File: config.mk
export PLATFORM = sky130hd
export DESIGN_NAME = asr_sram_ctrl
export DESIGN_NICKNAME = d
export VERILOG_FILES = /design/src/asr_pkg.sv /design/src/asr_timer_if.sv /design/src/asr_sram_ctrl.sv /design/src/asr_timer.sv
export SDC_FILE = /design/constraint.sdc
export NUM_CORES = 1
export LEC_CHECK = 0
export BUFFER_PORTS_ARGS = -buffer_cell sky130_fd_sc_hd__clkbuf_2
export CORE_MARGIN = 1.5
export CORE_UTILIZATION = 46
export CTS_CLUSTER_DIAMETER = 30
export CTS_CLUSTER_SIZE = 16
export DETAILED_ROUTE_END_ITERATION = 16
export GPL_ROUTABILITY_DRIVEN = 0
export PLACE_DENSITY = 0.76
export SLEW_MARGIN = 20
export SYNTH_ARGS = -nofsm -noshare
export SYNTH_HDL_FRONTEND = slang
export SYNTH_HIERARCHICAL = 1
export SYNTH_SLANG_ARGS = --single-unit
File: constraint.sdc
create_clock -name clk -period 2.4 [get_ports clk]
set_input_delay 0 -clock clk [delete_from_list [all_inputs] [get_ports clk]]
set_output_delay 0 -clock clk [all_outputs]
set_load 0.02 [all_outputs]
File: src/asr_pkg.sv
package asr_pkg;
	localparam int ADDR_W          = 15;
	localparam int DATA_W          = 8;
	localparam int DEPTH           = 32768;
	localparam int CLK_PERIOD_PS   = 4000;
	// access time of the slowest speed grade
	localparam int ACCESS_NS       = 55;
	localparam int ACCESS_CYC      = (ACCESS_NS * 1000 + CLK_PERIOD_PS - 1) / CLK_PERIOD_PS;
	// drive release gap between turning the bus around
	localparam int TURN_NS         = 20;
	localparam int TURN_CYC        = (TURN_NS * 1000 + CLK_PERIOD_PS - 1) / CLK_PERIOD_PS;
	localparam int CNT_W           = 8;
	localparam logic [DATA_W-1:0] RST_DATA = 8'h00;
	localparam logic [ADDR_W-1:0] RST_ADDR = 15'h0000;

	typedef enum logic [2:0] {
		ASR_IDLE  = 3'b000,
		ASR_SEL   = 3'b001,
		ASR_RD    = 3'b011,
		ASR_WR    = 3'b010,
		ASR_END   = 3'b110
	} asr_state_t;
endpackage

File: src/asr_timer_if.sv
`timescale 1ns/100ps
interface asr_timer_if;
	import asr_pkg::*;
	logic             load;
	logic [CNT_W-1:0] value;
	logic             done;
	modport ctl (output load, output value, input done);
	modport tmr (input load, input value, output done);
endinterface

File: src/asr_sram_ctrl.sv
`timescale 1ns/100ps
module asr_sram_ctrl
	import asr_pkg::*;
(
	input  wire logic              clk,
	input  wire logic              arst_n,
	input  wire logic              req,
	input  wire logic              req_wr,
	input  wire logic [ADDR_W-1:0] req_addr,
	input  wire logic [DATA_W-1:0] req_wdata,
	output logic                   busy,
	output logic                   rd_valid,
	output logic [DATA_W-1:0]      rd_data,
	output logic                   wr_done,
	output logic [ADDR_W-1:0]      addr_in,
	output logic                   chip_on_n,
	output logic                   out_drv_n,
	output logic                   stor_in_n,
	input  wire logic [DATA_W-1:0] io_byt_i,
	output logic [DATA_W-1:0]      io_byt_o,
	output logic                   io_byt_oe_n
);
	asr_timer_if tif ();

	asr_state_t        state;
	asr_state_t        next_state;
	logic [ADDR_W-1:0] next_addr_in;
	logic [DATA_W-1:0] next_io_byt_o;
	logic [DATA_W-1:0] next_rd_data;
	logic              next_chip_on_n;
	logic              next_out_drv_n;
	logic              next_stor_in_n;
	logic              next_oe_n;
	logic              next_busy;
	logic              next_rd_valid;
	logic              next_wr_done;
	logic              wr_cycle;
	logic              next_wr_cycle;

	asr_timer u_timer (
		.clk    (clk),
		.arst_n (arst_n),
		.tif    (tif)
	);

	// an access is taken only from rest; a request while busy is ignored, not queued
	function automatic logic asr_take(input asr_state_t s, input logic r);
		return (s == ASR_IDLE) && r;
	endfunction

	// a read closes once the full access time has run with the output drive enable low
	function automatic logic asr_read_end(input asr_state_t s, input logic d);
		return (s == ASR_RD) && d;
	endfunction

	// a write closes once the store strobe has been low for the full access time
	function automatic logic asr_write_end(input asr_state_t s, input logic d);
		return (s == ASR_WR) && d;
	endfunction

	// timer reload for the state entered, so every wait length sits in one place
	// the waits are worst-case figures: a faster memory only costs idle cycles
	function automatic logic [CNT_W-1:0] asr_wait_of(input asr_state_t s);
		logic [CNT_W-1:0] w;
		w = '0;
		unique case (s)
			ASR_IDLE: w = '0;
			ASR_SEL:  w = CNT_W'(TURN_CYC);
			ASR_RD:   w = CNT_W'(ACCESS_CYC);
			ASR_WR:   w = CNT_W'(ACCESS_CYC);
			ASR_END:  w = CNT_W'(TURN_CYC);
		endcase
		return w;
	endfunction

	// address and write data: captured once per access and held still to its end
	always_comb begin
		next_addr_in  = addr_in;
		next_io_byt_o = io_byt_o;
		next_wr_cycle = wr_cycle;
		if (asr_take(state, req)) begin
			// a steady address means the read data never floats mid access
			next_addr_in  = req_addr;
			next_io_byt_o = req_wdata;
			next_wr_cycle = req_wr;
		end
	end

	// address registers; the memory sees the last access's address while deselected, zero only after reset
	always_ff @(posedge clk or negedge arst_n) begin
		if (!arst_n) begin
			addr_in  <= RST_ADDR;
			io_byt_o <= RST_DATA;
			wr_cycle <= 1'b0;
		end else begin
			addr_in  <= next_addr_in;
			io_byt_o <= next_io_byt_o;
			wr_cycle <= next_wr_cycle;
		end
	end

	// pin sequencer: every pin change goes through a register so pins never glitch
	always_comb begin
		next_state     = state;
		next_chip_on_n = chip_on_n;
		next_out_drv_n = out_drv_n;
		next_stor_in_n = stor_in_n;
		next_oe_n      = io_byt_oe_n;
		unique case (state)
			// rest: memory in standby, bus driven by nobody
			ASR_IDLE: begin
				next_oe_n = 1'b1;
				if (asr_take(state, req)) begin
					// select and direction leave with the address, no ordering needed
					next_chip_on_n = 1'b0;
					next_stor_in_n = 1'b1;
					next_out_drv_n = 1'b1;
					next_state     = ASR_SEL;
				end
			end
			// selected with both enables high: the memory only reads internally
			ASR_SEL: begin
				// wait so the memory's drivers are surely off before we drive
				if (tif.done) begin
					if (wr_cycle) begin
						next_stor_in_n = 1'b0;
						next_oe_n      = 1'b0;
						next_state     = ASR_WR;
					end else begin
						next_out_drv_n = 1'b0;
						next_state     = ASR_RD;
					end
				end
			end
			// read: the memory drives, we only listen
			ASR_RD: begin
				// full access time waited: output float after address change is over
				if (asr_read_end(state, tif.done)) begin
					next_out_drv_n = 1'b1;
					next_chip_on_n = 1'b1;
					next_state     = ASR_END;
				end
			end
			// write: the memory's drivers are off whatever the output drive enable says
			ASR_WR: begin
				// select rises with the strobe, so the store ends on one clean edge
				if (asr_write_end(state, tif.done)) begin
					next_stor_in_n = 1'b1;
					next_chip_on_n = 1'b1;
					next_state     = ASR_END;
				end
			end
			// recovery: data held one cycle past the strobe, then the bus is let go
			ASR_END: begin
				next_oe_n = 1'b1;
				if (tif.done) begin
					next_state = ASR_IDLE;
				end
			end
			// an illegal code falls back to rest
			default: begin
				next_state = ASR_IDLE;
			end
		endcase
	end

	// timer reloads at every state change with the wait of the state entered
	always_comb begin
		tif.load  = (next_state != state);
		tif.value = asr_wait_of(next_state);
	end

	// pin registers; bus released and memory deselected from reset onward
	always_ff @(posedge clk or negedge arst_n) begin
		if (!arst_n) begin
			state       <= ASR_IDLE;
			chip_on_n   <= 1'b1;
			out_drv_n   <= 1'b1;
			stor_in_n   <= 1'b1;
			io_byt_oe_n <= 1'b1;
		end else begin
			state       <= next_state;
			chip_on_n   <= next_chip_on_n;
			out_drv_n   <= next_out_drv_n;
			stor_in_n   <= next_stor_in_n;
			io_byt_oe_n <= next_oe_n;
		end
	end

	// status seen by the requester, kept apart from the pins it reports on
	always_comb begin
		next_busy     = busy;
		next_rd_valid = asr_read_end(state, tif.done);
		next_wr_done  = asr_write_end(state, tif.done);
		next_rd_data  = rd_data;
		// busy falls as the sequencer reaches rest; a request is taken from then on
		if (asr_take(state, req)) begin
			next_busy = 1'b1;
		end else if (state == ASR_END && tif.done) begin
			next_busy = 1'b0;
		end
		// sampled only after the full access, never while the bus may float
		if (asr_read_end(state, tif.done)) begin
			next_rd_data = io_byt_i;
		end
	end

	// status registers; rd_data keeps the last byte read until the next read
	always_ff @(posedge clk or negedge arst_n) begin
		if (!arst_n) begin
			busy     <= 1'b0;
			rd_valid <= 1'b0;
			wr_done  <= 1'b0;
			rd_data  <= RST_DATA;
		end else begin
			busy     <= next_busy;
			rd_valid <= next_rd_valid;
			wr_done  <= next_wr_done;
			rd_data  <= next_rd_data;
		end
	end
endmodule // asr_sram_ctrl

File: src/asr_timer.sv
`timescale 1ns/100ps
module asr_timer
	import asr_pkg::*;
(
	input  wire logic clk,
	input  wire logic arst_n,
	asr_timer_if.tmr  tif
);
	logic [CNT_W-1:0] cnt;
	logic [CNT_W-1:0] next_cnt;

	// down counter, done while it rests at zero
	always_comb begin
		next_cnt = cnt;
		if (tif.load) begin
			next_cnt = tif.value;
		end else if (cnt != '0) begin
			next_cnt = cnt - CNT_W'(1);
		end
	end

	always_ff @(posedge clk or negedge arst_n) begin
		if (!arst_n) begin
			cnt <= '0;
		end else begin
			cnt <= next_cnt;
		end
	end

	// done decodes the count alone, since load itself is derived from done
	assign tif.done = (cnt == '0);
endmodule // asr_timer

======== After elaboration in Yosys (flattened, before gate mapping) ========
Index checks and enable logic that the tools add are counted.
word-level totals
  flip-flop bits (word level) ............. 50
  latch bits .............................. 0
  RAM bits ................................ 0
  ROM bits ................................ 0
  bits of input ports ..................... 35
  output and inout bits ................... 38
  logic and storage cells ................. 74
  memories kept ........................... 0
operators by class
  $add $sub $neg .......................... 1
  multiply operators ...................... 0
  div/mod/pow operators ................... 0
  $lt $le $gt $ge ......................... 0
  equality and inequality tests ........... 15
  shifts and indexed selects .............. 0
  mux-type cells .......................... 24
  bitwise operators ....................... 0
  reductions and logical operators ........ 21
operators by type and width
  cell                                                                count
  8-bit one-hot mux with 3 select lines                               1
  8-bit two-way mux                                                   2
  3-bit two-way mux                                                   5
  3-bit one-hot mux with 5 select lines                               1
  3-bit by 2-bit == test with 1-bit output, second input constant     4
  1-bit two-way mux                                                   11
  2-bit != test, second input constant                                5
  5-bit AND reduction                                                 2
  1-bit one-hot mux with 3 select lines                               3
  3-bit nonzero test                                                  3
  8-bit logical NOT                                                   1
  8-bit nonzero test                                                  1
  8-bit by 1-bit subtractor with 8-bit output, second input constant  1
  3-bit by 1-bit == test with 1-bit output, second input constant     2
  3-bit == test, second input constant                                2
  3-bit logical NOT                                                   2
  2-bit nonzero test                                                  3
  2-bit OR reduction                                                  3
  1-bit logical AND                                                   4
  4-bit AND reduction                                                 1
  3-bit != test                                                       1
  3-bit AND reduction                                                 1
  2-bit by 1-bit != test with 1-bit output, second input constant     1
  1-bit one-hot mux with 2 select lines                               1

======== Longest topological paths before layout ========
  depth in word-level cells ............... 8
  gate-level depth with buffers ........... 12
  depth with buffers taken out ............ 10

======== By module ========
The synthesis kept the hierarchy.
by module, submodules not included
  module         times used  cells each  area an instance (sq um)  sequential area each (sq um)
  asr_sram_ctrl  1           131         1,868.0                   1,056.0
  asr_timer      1           54          476.7                     200.2

======== Least setup slack after synthesis ========
Ideal clock, no wire load.
  path type ............................... register to register
  from .................................... reg u_timer.cnt[0]
  to ...................................... reg u_timer.cnt[4]
  setup time .............................. 79 ps
  arrival time ............................ 2,549 ps
  data required time ...................... 2,321 ps
  path slack .............................. -228 ps
  stages on the path, launching flop included .. 13
  buffers on the path ..................... 3
  period minus slack after synthesis ...... 2,628 ps
  cell sequence ........................... dfrtp_1 inv_1 ha_1 or3b_1 clkbuf_2 nor2_1 clkbuf_1 nand2b_1 a21oi_1 nor2_1 dlygate4sd1_1 a21oi_1 a2bb2oi_1
on the way
  longest elaborated chain between the ends .. 6
  elaborated cells on any way between the ends .. 14
  classes of those cells .................. add/sub: 1; eq/ne: 1; mux: 7; reduce/logical: 5
RTL lines
  what                                                            line                                        RTL
  start: declaration                                              asr_timer.sv:9                              logic [CNT_W-1:0] cnt;
  start signal: assignment                                        asr_timer.sv:26                             cnt <= next_cnt;
  8-bit logical NOT (*)                                           asr_timer.sv:31                             assign tif.done = (cnt == '0);
  via tif.done                                                    asr_timer_if.sv:6                           logic done;
  1-bit logical AND (on tied branches)                            asr_sram_ctrl.sv:58, asr_sram_ctrl.sv:53
  3-bit two-way mux (on tied branches)                            asr_sram_ctrl.sv:147, asr_sram_ctrl.sv:138
  3-bit one-hot mux with 5 select lines (*)                       asr_sram_ctrl.sv:109                        unique case (state)
  3-bit != test (*)                                               asr_sram_ctrl.sv:169                        tif.load = (next_state != state);
  via tif.load                                                    asr_timer_if.sv:4                           logic load;
  8-bit two-way mux / 2-bit nonzero test (equally long branches)  --
The timed path passes the listed nets; every way through them passes the cells marked *. The select of a mux whose other input is x is not followed.
A chain may end at the register's enable or synchronous reset.

======== Final worst setup path ========
  from .................................... reg u_timer.cnt[5]
  to ...................................... reg u_timer.cnt[3]
on the way
  longest elaborated chain between the ends .. 8
  elaborated cells on any way between the ends .. 20
  classes of those cells .................. eq/ne: 5; mux: 7; reduce/logical: 8
RTL lines
  what                                       line                                        RTL
  8-bit logical NOT (*)                      asr_timer.sv:31
  via tif.done                               asr_timer_if.sv:6
  1-bit logical AND (on tied branches)       asr_sram_ctrl.sv:58, asr_sram_ctrl.sv:53
  3-bit two-way mux (on tied branches)       asr_sram_ctrl.sv:147, asr_sram_ctrl.sv:138
  3-bit one-hot mux with 5 select lines (*)  asr_sram_ctrl.sv:109
  via next_state[2]                          asr_sram_ctrl.sv:26                         asr_state_t next_state;
  3-bit == test (tied with other cells)      asr_sram_ctrl.sv:66                         unique case (s)
  2-bit OR reduction (no line)               --
  8-bit one-hot mux with 3 select lines      asr_sram_ctrl.sv:66
  8-bit two-way mux                          asr_timer.sv:15                             if (tif.load) begin
Marks and branches as above.

==> metrics.cfg <==
[routing]
num_vias=1925
dr.pass1.iters=4
ant_nets=0
routed_wl_mm=5.70
via_per_inst=5.17
drc=0
wl_per_cell_um=15.3
drt_iter0_drc=94

[synthesis]
synth.avg_cell_area_um2=12.7
synth_area_mm2=0.00234
yosysSeqAreaShare_pct=53.6
synth_ff_type=dfrtp_1
synth_cell_types=48
syn_inst=185
ys_ff_latch=50
synth_edf_count=0
synth_warnings=6
async_reset_ff_share_pct=100

[place]
dpl_cell_area_mm2=0.00280
place.port_buffers=72
dp_hpwl_mm=3.21
dp.cells=328

[timing]
finClkSkew_ps=9.62
slew_headroom_pct=58.5
min_period_ps=2280
period_share_pct=95.2
final-setup-viol-count=0
max_freq_mhz=438
finalSetupTns_ps=0
tightest_slew_ps=622
hold_viol_final=0
final_max_slew_viol_count=0
timing.hold.ws_ps=149

[outcome]
outcome=complete, no violations

[die]
rows=25
die_height_um=74.4
die_area_mm2=0.00553
die_w_um=74.4
initial_utilization_pct=48.7
core_area_mm2=0.00482
io_pins=73

[cts]
cts_sinks=50
path_clk_slew_ps=90
clk_root_buffer_cell=clkbuf_8
numCtsBuffers=5
cts_tree=yes
clk_latency_ps=300
cts-htree-levels=2
cts.path.max_buffers=2

[setup_path]
crit_fanout=6
path_class=reg2reg
start_kind=flop
cp-end-kind=flop
rr_worst_depth=8
cp.arrival_ps=2470
cp.required_ps=2580

[global_routing]
grt_pass1_wl_mm=9.24
antenna_found_initial=0
grt_pass1_vias=1927
gr-total-overflow=0
grt_max_degree=32
grt_usage_pct=22.2

[power_and_ir_drop]
p_per_area_mw_per_mm2=1190
ir_worst_vdd_v=0.000828
power.total_mw=3.91
leakage_nw=1.55

[final_layout]
final_cell_mix=clkbuf_2 (72), dfrtp_1 (46), dlygate4sd3_1 (33)
nFillCells=311
finalInstanceArea_mm2=0.00329
final_common_cell=clkbuf_2
synthToLayoutAreaGrowth_pct=40.5
diodes=0
fin_cells=372
fin_nets=340
drive_gt1_share_pct=43.6

[flow_run]
drv_cap=0

[hold_path]
min_path_type=in2reg
hold_depth=5

## synth_stat cells (3+ instances only)
cell type | n | area share [%]
dfrtp_1 | 46 | 49
o31ai_1 | 4 | 1.3
mux2_2 | 13 | 6.2
clkbuf_1 | 4 | 0.64
nor3b_1 | 6 | 1.9
mux2_4 | 19 | 12
nand3_1 | 4 | 0.85
o21ai_0 | 6 | 1.3
inv_1 | 6 | 0.96
nand2_1 | 8 | 1.3
nor3_1 | 3 | 0.64
dfstp_2 | 4 | 4.5
a21oi_1 | 8 | 1.7
nor2_1 | 11 | 1.8
## final cells by class
type / count / area [µm²] / share of cell area (%)
inverters: 6 / 22.5 / 0.684
well taps: 67 / 83.8 / 2.54
clock buffers: 5 / 68.8 / 2.09
clock inverters: 3 / 68.8 / 2.09
flip-flops and latches: 50 / 1260 / 38.1
multi-input cells: 123 / 1010 / 30.5
repair buffers: 118 / 788 / 23.9
## critical path: stages, from the launching register on
cell     delay [ps]
dfrtp_1         450
or4_1           660
nor2_4          240
nor2b_1         240
buf_4           170
o21a_1          160
nor2b_1          90
nand2_1          70
o21ai_0          90
## report_power, final
part / internal [mW] / switching, mW
clock network: 0.417 / 0.280
logic: 0.795 / 0.918
registers: 1.21 / 0.281
## cells by family (layout without fill, tap and decap cells)
kind of cell,count (synthesis),after routing,synth area share [%]
AO/OA/AOI/OAI,34,34,9.66
flip-flops,50,50,53.6
AND/OR/NAND/NOR,48,49,11.8
adder cells (fa/ha/maj),1,1,0.534
buffers and inverters,16,132,4.59
multiplexers,34,34,19.3
other,1,4,0.160
XOR/XNOR,1,1,0.374
## through the flow
step	util [%]	setup WS [ps]
2_1_floorplan	-	2.82
3_3_place_gp	58.1	136
3_5_place_dp	58.1	51.8
4_1_cts	67.8	46.6
5_1_grt	68.4	-4.67
6_report	68.4	116
## path summary, 6_finish.rpt
path	from	slack (ps)	endpoint
min	req	150	u_timer/cnt[2]
min reg2reg	out_drv_n	480	out_drv_n
max in group asynchronous	arst_n	1420	chip_on_n
min in group asynchronous	arst_n	190	state[0]
max	u_timer/cnt[5]	120	u_timer/cnt[3]
max reg2reg	u_timer/cnt[5]	120	u_timer/cnt[3]
## layer usage
metal  up-vias  track usage, %  share of wire [%]
met5         -               0                  0
met4         0            5.66                1.1
met3         8            6.37                6.2
met2        78            36.3                 51
met1       937            29.3                 42
li1        902               -                  -
## state kept, by name (all words and copies together) (netlist names)
name         cells
addr_in         15
io_byt_o         8
rd_data          8
u_timer/cnt      8
state            3
busy             1
chip_on_n        1
io_byt_oe_n      1
out_drv_n        1
rd_valid         1
stor_in_n        1
wr_cycle         1
wr_done          1
## repair_timing
item / 4_1_cts / 5_1_grt
gates resized for setup: 0 / 1
endpoints found under the hold margin: 51 / 0
setup endpoints to repair: 0 / 16
buffers inserted: 0 / 2
hold buffers: 33 / 0
(Power assumes the default switching activity.)
